===== src/analog_ctl_cfg.svh =====
// Register offsets, field positions and reset values of the analog control block
`ifndef ANALOG_CTL_CFG_SVH
`define ANALOG_CTL_CFG_SVH
`define OFF_COP_SECURITY 16'h1ff0
`define OFF_ANALOG_STATUS 16'h001e
`define OFF_CHANNEL_SELECT 16'h0020
`define OFF_ANALOG_CONTROL 16'h0024
`define OFF_IRQ_STATUS 16'h0028
`define OFF_IRQ_MASK 16'h002c
`define OFF_POWER_MODE 16'h0030
`define BIT_OPTION_EN 0
`define BIT_VOFF 1
`define BIT_CMP1_PIN_EN 2
`define BIT_CMP1_OUT 3
`define BIT_CMP2_OUT 4
`define BIT_VREF 4
`define BIT_HOLD 5
`define BIT_DIV_HOLD 6
`define BIT_RAMP_EN 0
`define BIT_ATD_A 1
`define BIT_ATD_B 2
`define BIT_CHARGE_ON 3
`define BIT_DISCH 4
`define RST_BYTE 8'h00
`define IRQ_BITS 2
`endif


===== src/analog_ctl_pkg.sv =====
// Types shared by the analog control block
package analog_ctl_pkg;
  typedef struct packed {
    logic vrefSel;
    logic tempDiode;
    logic [3:0] pinSel;
    logic halveInput;
  } route_type;
  typedef struct packed {
    logic charge;
    logic discharge;
  } ramp_type;
  typedef enum logic [1:0] {
    MODE_RUN = 2'b00,
    MODE_WAIT = 2'b01,
    MODE_STOP = 2'b10
  } power_type;
endpackage


===== src/sticky_flag.sv =====
// One write-one-to-clear sticky status bit with edge detection
`timescale 1ns/1ps
`default_nettype none
module sticky_flag (
  input wire logic sys_clk,
  input wire logic rst_n,
  input wire logic level,
  input wire logic clearPulse,
  output logic flag
);
  logic levelDly;
  wire logic risePulse = level & ~levelDly;
  // Set wins over a clear in the same cycle so no event is lost
  always_ff @(posedge sys_clk or negedge rst_n) begin
    if (!rst_n) begin
      levelDly <= 1'b0;
      flag <= 1'b0;
    end else begin
      levelDly <= level;
      flag <= risePulse | (flag & ~clearPulse);
    end
  end
endmodule // sticky_flag


===== src/avalon_regs.sv =====
// Avalon-MM slave front end: one-cycle waitrequest then strobes
`timescale 1ns/1ps
`default_nettype none
module avalon_regs (
  input wire logic sys_clk,
  input wire logic rst_n,
  input wire logic read,
  input wire logic write,
  output logic waitrequest,
  output logic readStrobe,
  output logic writeStrobe
);
  logic served;
  // Every access waits one cycle; the second edge completes it
  assign waitrequest = (read | write) & ~served;
  assign readStrobe = read & served;
  assign writeStrobe = write & served;
  always_ff @(posedge sys_clk or negedge rst_n) begin
    if (!rst_n) begin
      served <= 1'b0;
    end else begin
      served <= (read | write) & ~served;
    end
  end
endmodule // avalon_regs


===== src/analog_mux_comparator_control.sv =====
// Analog channel routing, ramp source gating, comparator pin drive and wake-up control
`timescale 1ns/1ps
`default_nettype none
`include "analog_ctl_cfg.svh"
// Behaviour
// - Reference bit, no channels: route supply pin
// - Channel bit routes matching analog pin
// - Option and pin enable drive pin four OR
// - Option bit gates pin drive and offset
// - Source enable clear kills charge, discharge
// - Discharge may pull pin zero low
// - Charge current needs enable, mode zero, charge bit
// - Comparators wake processor from wait
// - Stop mode: no wake, pin drive only
// - Hold plus divided hold selects diode
// - Diode bias only while diode selected
module analog_mux_comparator_control (
  input wire logic sys_clk,
  input wire logic rst_n,
  input wire logic [15:0] address,
  input wire logic read,
  input wire logic write,
  input wire logic [31:0] writedata,
  output logic [31:0] readdata,
  output logic waitrequest,
  input wire logic cmp1Out,
  input wire logic cmp2Out,
  input wire logic portDataBit4,
  input wire logic timerOutputLevel,
  output logic pinFourOut,
  output analog_ctl_pkg::route_type route,
  output analog_ctl_pkg::ramp_type ramp,
  output logic diodeBiasOn,
  output logic sampleOffsetOn,
  output logic irq,
  output logic wakeRequest
);
  logic readStrobe;
  logic writeStrobe;
  logic [7:0] copSecurity;
  logic [7:0] analogStatus;
  logic [7:0] channelSelect;
  logic [7:0] analogControl;
  logic [1:0] irqMask;
  analog_ctl_pkg::power_type powerMode;
  logic [`IRQ_BITS-1:0] irqStatus;
  logic [7:0] next_readByte;

  avalon_regs busSlave (
    .sys_clk(sys_clk),
    .rst_n(rst_n),
    .read(read),
    .write(write),
    .waitrequest(waitrequest),
    .readStrobe(readStrobe),
    .writeStrobe(writeStrobe)
  );

  // Address decode
  wire logic hitCop = (address == `OFF_COP_SECURITY);
  wire logic hitStatus = (address == `OFF_ANALOG_STATUS);
  wire logic hitChannel = (address == `OFF_CHANNEL_SELECT);
  wire logic hitControl = (address == `OFF_ANALOG_CONTROL);
  wire logic hitIrqStat = (address == `OFF_IRQ_STATUS);
  wire logic hitIrqMask = (address == `OFF_IRQ_MASK);
  wire logic hitPower = (address == `OFF_POWER_MODE);
  wire logic [1:0] clearBits = (writeStrobe & hitIrqStat) ? writedata[1:0] : 2'h0;

  // Register writes; unmapped writes are ignored and unmapped reads return zero
  always_ff @(posedge sys_clk or negedge rst_n) begin
    if (!rst_n) begin
      copSecurity <= `RST_BYTE;
      analogStatus <= `RST_BYTE;
      channelSelect <= `RST_BYTE;
      analogControl <= `RST_BYTE;
      irqMask <= 2'h0;
      powerMode <= analog_ctl_pkg::MODE_RUN;
    end else if (writeStrobe) begin
      if (hitCop) copSecurity <= writedata[7:0];
      else if (hitStatus) analogStatus <= writedata[7:0];
      else if (hitChannel) channelSelect <= writedata[7:0];
      else if (hitControl) analogControl <= writedata[7:0];
      else if (hitIrqMask) irqMask <= writedata[1:0];
      else if (hitPower) powerMode <= analog_ctl_pkg::power_type'(writedata[1:0]);
    end
  end

  // Comparator event flags, one per comparator
  sticky_flag cmp1Flag (
    .sys_clk(sys_clk),
    .rst_n(rst_n),
    .level(cmp1Out),
    .clearPulse(clearBits[0]),
    .flag(irqStatus[0])
  );
  sticky_flag cmp2Flag (
    .sys_clk(sys_clk),
    .rst_n(rst_n),
    .level(cmp2Out),
    .clearPulse(clearBits[1]),
    .flag(irqStatus[1])
  );

  // Option and enable bits
  wire logic optOn = copSecurity[`BIT_OPTION_EN];
  wire logic cmp1PinEnable = analogStatus[`BIT_CMP1_PIN_EN];
  wire logic rampEnable = analogControl[`BIT_RAMP_EN];
  wire logic atdA = analogControl[`BIT_ATD_A];
  wire logic atdB = analogControl[`BIT_ATD_B];
  wire logic chargeOn = analogControl[`BIT_CHARGE_ON];
  wire logic dischReq = analogControl[`BIT_DISCH];
  wire logic hold = channelSelect[`BIT_HOLD];
  wire logic dividedHold = channelSelect[`BIT_DIV_HOLD];
  wire logic diodeSel = hold & dividedHold;
  wire logic manualCharge = rampEnable & ~atdA & ~atdB & chargeOn;
  wire logic irqAny = |(irqStatus & irqMask);
  wire logic inStop = (powerMode == analog_ctl_pkg::MODE_STOP);

  // Comparator drive only reaches pin four when both option and enable are set
  wire logic cmpToPin = optOn & cmp1PinEnable & cmp1Out;

  // Pin four still works in stop mode so external wiring can wake the part
  always_ff @(posedge sys_clk or negedge rst_n) begin
    if (!rst_n) begin
      pinFourOut <= 1'b0;
    end else begin
      pinFourOut <= cmpToPin | portDataBit4 | timerOutputLevel;
    end
  end

  // Routing outputs registered to keep switching glitch free
  always_ff @(posedge sys_clk or negedge rst_n) begin
    if (!rst_n) begin
      route <= '0;
      ramp <= '0;
      diodeBiasOn <= 1'b0;
      sampleOffsetOn <= 1'b0;
    end else begin
      route.vrefSel <= channelSelect[`BIT_VREF] & (channelSelect[3:0] == 4'h0);
      route.pinSel <= channelSelect[3:0];
      route.tempDiode <= diodeSel;
      route.halveInput <= dividedHold & ~hold;
      diodeBiasOn <= diodeSel;
      sampleOffsetOn <= optOn & analogStatus[`BIT_VOFF];
      ramp.charge <= manualCharge;
      ramp.discharge <= rampEnable & dischReq & ~manualCharge;
    end
  end

  // Interrupt level; wake only outside stop, the pin covers stop
  assign irq = irqAny;
  assign wakeRequest = irqAny & ~inStop;

  // Read mux, combinational; gated onto readdata at the completing edge
  always_comb begin
    next_readByte = 8'h00;
    if (hitCop) next_readByte = copSecurity;
    else if (hitStatus) begin
      next_readByte = analogStatus;
      next_readByte[`BIT_CMP1_OUT] = cmp1Out;
      next_readByte[`BIT_CMP2_OUT] = cmp2Out;
    end
    else if (hitChannel) next_readByte = channelSelect;
    else if (hitControl) next_readByte = analogControl;
    else if (hitIrqStat) next_readByte = {6'h00, irqStatus};
    else if (hitIrqMask) next_readByte = {6'h00, irqMask};
    else if (hitPower) next_readByte = {6'h00, powerMode};
  end

  // Read data presented combinationally off registered state and the live cmp1Out/cmp2Out inputs when waitrequest drops
  assign readdata = readStrobe ? {24'h000000, next_readByte} : 32'h00000000;
endmodule // analog_mux_comparator_control
`default_nettype wire


===== config.mk =====
export PLATFORM = sky130hd
export DESIGN_NAME = analog_mux_comparator_control
export DESIGN_NICKNAME = d
export VERILOG_FILES = /design/src/analog_ctl_pkg.sv /design/src/sticky_flag.sv /design/src/avalon_regs.sv /design/src/analog_mux_comparator_control.sv
export VERILOG_INCLUDE_DIRS = /design/src
export SDC_FILE = /design/constraint.sdc
export NUM_CORES = 1
export LEC_CHECK = 0
export ABC_AREA = 1
export BUFFER_PORTS_ARGS = -buffer_cell sky130_fd_sc_hd__clkbuf_2
export CORE_ASPECT_RATIO = 1.2
export CORE_MARGIN = 1
export CORE_UTILIZATION = 35
export DETAILED_ROUTE_END_ITERATION = 6
export GPL_ROUTABILITY_DRIVEN = 0
export HOLD_SLACK_MARGIN = 0.1
export PLACE_DENSITY = 0.66
export SLEW_MARGIN = 30
export SYNTH_ARGS = -nofsm -noshare
export SYNTH_HDL_FRONTEND = slang
export SYNTH_SLANG_ARGS = --single-unit

===== constraint.sdc =====
create_clock -name sys_clk -period 1.59 [get_ports sys_clk]
set_clock_uncertainty 0.05 [all_clocks]
set_input_delay 0.159 -clock sys_clk [delete_from_list [all_inputs] [get_ports sys_clk]]
set_output_delay 0.159 -clock sys_clk [all_outputs]
set_load 0.01 [all_outputs]

* After elaboration in Yosys (flattened, before gate mapping)
Cells that the tools add are included.
Operators by class: reduce and logical (&&, ||, !) cells 8, $add $sub $neg 0, divide/modulo/power cells 0, multiply operators 0, shift-type cells 0, equal/unequal tests 8, bitwise operators 41, muxes and demuxes 9, $lt $le $gt $ge 0
Operators by type and width (number):
- equality test 16 x 6 -> 1 bit (second input constant) | 5
- two-way mux 8 bit | 5
- bitwise AND 1 bit | 20
- equality test 16 x 13 -> 1 bit (second input constant) | 1
- equality test 16 x 5 -> 1 bit (second input constant) | 1
- NOT 1 bit | 15
- two-way mux 2 bit | 4
- AND reduction 7 bit | 1
- AND reduction 6 bit | 1
- bitwise OR 1 bit | 5
- AND reduction 5 bit | 1
- logical NOT 4 bit | 1
- AND reduction 4 bit | 1
- AND reduction 3 bit | 1
- bitwise AND 2 bit | 1
- equality test 2 bit (second input constant) | 1
- AND reduction 2 bit | 1
- OR reduction 2 bit | 1
Word-level totals: memory bits (writable) 0, logic and storage cells 85, output and inout port bits 47, bits of input ports 56, bits in latches 0, memories kept 0, flip-flop bits (word level) 52, memory bits (read-only) 0

* Depth between registers and ports, before layout
depth after elaboration 9, gate-level depth with buffers 10, depth with buffers taken out 10

* Modules after synthesis
Synthesis repeated with hierarchy kept, for this count alone.
Unflattened totals: cells, all modules 330, area total of the unflattened synthesis 2871.5 µm²
By module, submodules not included:
- analog_mux_comparator_control | cells an instance 309, sequential area each 1126.1 µm², instances 1, area an instance 2686.3 µm²
- sticky_flag | cells an instance 7, sequential area each 50.0 µm², instances 2, area an instance 68.8 µm²
- avalon_regs | cells an instance 7, sequential area each 25.0 µm², instances 1, area an instance 47.5 µm²

* Least setup slack after synthesis
Ideal clock, no wire load.
path kind input to output, start point in address[15], end point out readdata[0], arrival 1.174 ns, path buffers 1, required time 1.381 ns, stages 8, path slack 0.207 ns, cells stage by stage nor2_1 nand2_1 nor2_8 buf_4 nand4_1 nand2_1 o21ai_0 a21oi_1
On the way: longest elaborated chain between the ends 9, elaborated cells on any way between the ends 15, those cells by class eq/ne (7); mux (8)
RTL lines:
- start, declared | RTL line analog_mux_comparator_control.sv:20 | input wire logic [15:0] address,
- equality test 16 x 6 -> 1 bit (no line)
- two-way mux 2 bit | RTL line analog_mux_comparator_control.sv:167 | else if (hitPower) next_readByte = {6'h00, powerMode};
- two-way mux 2 bit | RTL line analog_mux_comparator_control.sv:166 | else if (hitIrqMask) next_readByte = {6'h00, irqMask};
- two-way mux 2 bit | RTL line analog_mux_comparator_control.sv:165 | else if (hitIrqStat) next_readByte = {6'h00, irqStatus};
- two-way mux 8 bit | RTL line analog_mux_comparator_control.sv:164 | else if (hitControl) next_readByte = analogControl;
- two-way mux 8 bit | RTL line analog_mux_comparator_control.sv:163 | else if (hitChannel) next_readByte = channelSelect;
- two-way mux 8 bit | RTL line analog_mux_comparator_control.sv:158 | else if (hitStatus) begin
- two-way mux 8 bit (*) | RTL line analog_mux_comparator_control.sv:157 | if (hitCop) next_readByte = copSecurity;
- two-way mux 8 bit (*) | RTL line analog_mux_comparator_control.sv:171 | assign readdata = readStrobe ? {24'h000000, next_readByte} : 32'h00000000;
- end, declared | RTL line analog_mux_comparator_control.sv:24 | output logic [31:0] readdata,
Mark *: on every way between the ends. The rest lies on a longest branch, timed or not.

* Worst setup path after layout
start point in address[12], end point out readdata[3]
On the way: longest elaborated chain between the ends 6, elaborated cells on any way between the ends 9, those cells by class eq/ne (4); mux (5)
RTL lines (RTL line):
- equality test 16 x 6 -> 1 bit (no line)
- two-way mux 8 bit | analog_mux_comparator_control.sv:164
- two-way mux 8 bit | analog_mux_comparator_control.sv:163
- two-way mux 8 bit | analog_mux_comparator_control.sv:158
- two-way mux 8 bit (*) | analog_mux_comparator_control.sv:157
- two-way mux 8 bit (*) | analog_mux_comparator_control.sv:171
Marks and branches as above.

==> reports/qor.yml <==
outcome:
  status: "complete, but fails checks"
  violations: "setup timing"
synth:
  synthCells: 325
  synth_cell_types: 35
  yosys_register_bits: 50
  synth-main-ff-cell: "dfrtp_1"
  synth_edf_count: 0
  synthArstFlopShare: 1.00
  synth_area_sq_um: 2800
  postSynthAreaPerCell_sq_um: 8.60
  synth_warnings: 0
  yosysSeqAreaShare: 0.447
drt:
  avgViaCountPerCell: 4.70
  detail_route.wirelength_um: 7010
  antenna_left: 0
  drc: 0
  drt_pass1_iterations: 4
  drt-wirelength-per-cell_um: 13.3
  first_iter_violations: 82
  m1WireLength_um: 2770
  topRoutingLayerUsed: "met4"
  wl_met2_um: 3710
  route.met3.wl_um: 345
  via_count: 2472
die:
  fp.dieH_um: 99.9
  core_area_sq_um: 7710
  io_pins: 103
  start_util: 0.363
  die_area_sq_um: 8350
  std_cell_rows: 35
  die_w_um: 83.6
worst_hold_path:
  min_path_type: "in2reg"
  hold_path_end: "channelSelect[5]"
  whs_path_depth: 3
  hold_start: "writedata[5]"
global_route:
  grt_pass1_vias: 2358
  grt.overflow.total: 0
  antenna_found_initial: 0
  grt_max_degree: 51
  grt_pass1_wl_um: 11200
  track_usage: 0.172
placed_design:
  portBuffers: 54
  place_hpwl_um: 5060
  dpl_worst_slack_ns: -0.0938
  dpl_cell_area_sq_um: 3320
pwr:
  power_density_nw_per_um2: 660
  total_switching_power_uw: 615
  power.share.switching: 0.247
  comb_power_share: 0.129
  seqPwrFrac: 0.513
  ir_drop_v: 0.000332
  intPower_uw: 1880
  p_leak_uw: 0.00200
  p_total_uw: 2490
  pwr-share-clk: 0.358
worst_setup_path:
  r2r_setup_slack_ns: 0.12
  rr_startpoint: "copSecurity[0]"
  crit_type: "in2out"
  r2r-end: "pinFourOut"
  reg2reg_depth: 2
  arrival_ns: 1.44
  crit_chain: "buf_6, nor2_4, nand2_4, nor2_8, buf_12, nand3_4, buf_4, nor2_1, nor2_4, buf_6"
  crit_fanout: 5
  crit_path_max_incr_delay_ns: 0.23
  required_ns: 1.38
  end_kind: "output port"
  cp-start-kind: "primary input"
  crit_slowest_cell: "nor2_1"
clock_tree:
  cts_max_level: 2
  cts_tree: "yes"
  clockRootBuffer: "clkbuf_8"
  cts_sinks: 50
  clkTransAtPathRegs_ns: 0.08
  cts_buffer_depth: 2
  clk_latency_ns: 0.31
  cts_buffers: 5
cells_and_area:
  nets: 489
  fill_cells: 758
  n_antenna_cell: 0
  drive_above_1_share: 0.385
  multi_input_area_sq_um: 1370
  seq_area_sq_um: 1250
  stdcell_area_sq_um: 3780
  area_growth_pct: 35.2
  utilization: 0.491
timing:
  fin_crit_sh: 1.04
  layout_min_cycle_time_ns: 1.65
  setup_viol: 7
  hold_viol: 0
  drv_slew: 0
  worst_slack_ns: -0.0574
  rsz0062_at_grt: "yes"
  fmax_ghz: 0.607
flow_run:
  maxCapViolations: 0
## registers in the layout, summed over array words and instances (netlist names)
register and count:
sampleOffsetOn 1, copSecurity 8, cmp2Flag.levelDly 1, cmp1Flag.flag 1, busSlave.served 1, powerMode 2, analogStatus 6, ramp 2
pinFourOut 1, channelSelect 8, cmp2Flag.flag 1, analogControl 8, diodeBiasOn 1, cmp1Flag.levelDly 1, route 6, irqMask 2
## power groups by stage
stage          clock, uW  combinational [uW]  sequential, uW
2_1_floorplan          0                 150            1310
3_3_place_gp           0                 243            1310
3_5_place_dp           0                 249            1310
4_1_cts              913                 292            1280
5_1_grt              950                 354            1280
6_report             894                 321            1280
## through the flow
step           TNS, ns  hold WS (ns)  instances
6_report        -0.183         0.101        526
5_1_grt         -0.855         0.122        526
4_1_cts         -0.131         0.105        522
3_5_place_dp    -0.748         0.121        498
3_3_place_gp    -0.522         0.114        498
2_1_floorplan        0        -0.187        348
## synthesized netlist by cell type, types with 2 or more instances
cell type  number  area share
inv_1          30       0.040
nand3_4         2       0.013
inv_2           4      0.0054
nand3_1         8       0.014
o21a_1          6       0.016
nand3b_1        5       0.013
dfrtp_1        50        0.45
o21ai_2        12       0.038
nand2_1        64       0.086
nor3_1          5      0.0089
nand2_2         6       0.013
nand4_1        13       0.029
nor2_2          4      0.0089
o21ai_0        15       0.027
a21oi_1         4      0.0072
nand2_4         2      0.0081
nor2_1         35       0.047
o21ai_1        13       0.023
nor2_8          4       0.029
buf_4          26       0.070
nand3_2         2      0.0072
buf_6           2      0.0081
## what timing repair did
action / 4_1_cts / 5_1_grt
endpoints found under the hold margin: 59 / 0
gates resized for setup: 23 / 35
setup buffers: 6 / 4
endpoints found under the setup margin: 7 / 25
hold buffers: 10 / 0
pin swaps: 21 / 18
## routing by layer
metal,up-vias,track usage
li1,1228,-
met1,1159,0.199
met2,73,0.311
met3,12,0.0271
met4,0,0.0769
met5,-,0
## kinds of logic (layout without fill, tap and decap cells)
| family | Yosys count | count (layout) | share of synthesized area |
|---|---|---|---|
| and+or+nand+nor | 155 | 155 | 0.295 |
| buffers and inverters | 65 | 151 | 0.132 |
| AOI/OAI and AO/OA | 54 | 54 | 0.123 |
| DFF | 50 | 50 | 0.447 |
| other | 1 | 24 | 0.00134 |
## worst max-delay path by stage
stage,slack (ns),to,start
final,-0.06,readdata[3],address[12]
after detailed placement,-0.09,readdata[0],address[7]
after CTS,-0.04,readdata[2],busSlave.served
after global placement,-0.10,readdata[0],address[7]
after global routing,-0.16,readdata[3],address[10]
after floorplan,0.21,readdata[0],address[15]
## layout make-up
cell class | count | share of cell area
Timing Repair Buffer | 108 | 0.211
Clock inverter | 2 | 0.00993
Tap cell | 92 | 0.0304
Sequential cell | 50 | 0.331
Multi-Input combinational cell | 233 | 0.361
Clock buffer | 6 | 0.0192
Inverter | 35 | 0.0374
## critical path: cells and delay by family
kind	cells	cell delay, ns
buf+inv	4	0.51
simple gates	6	0.77
## cell usage in the layout (no fill, tap or decap), types with 6 or more instances in the layout
master	instances
nand2_1	61
dfrtp_1	50
clkbuf_2	46
buf_4	32
nor2_1	28
inv_1	26
conb_1	24
o21ai_2	16
o21ai_1	14
nand4_1	13
buf_6	13
o21ai_0	10
dlygate4sd3_1	10
nor2_4	7
nand2_2	7
nand3_1	7
inv_2	6
o21a_1	6
(Power assumes the default switching activity.)
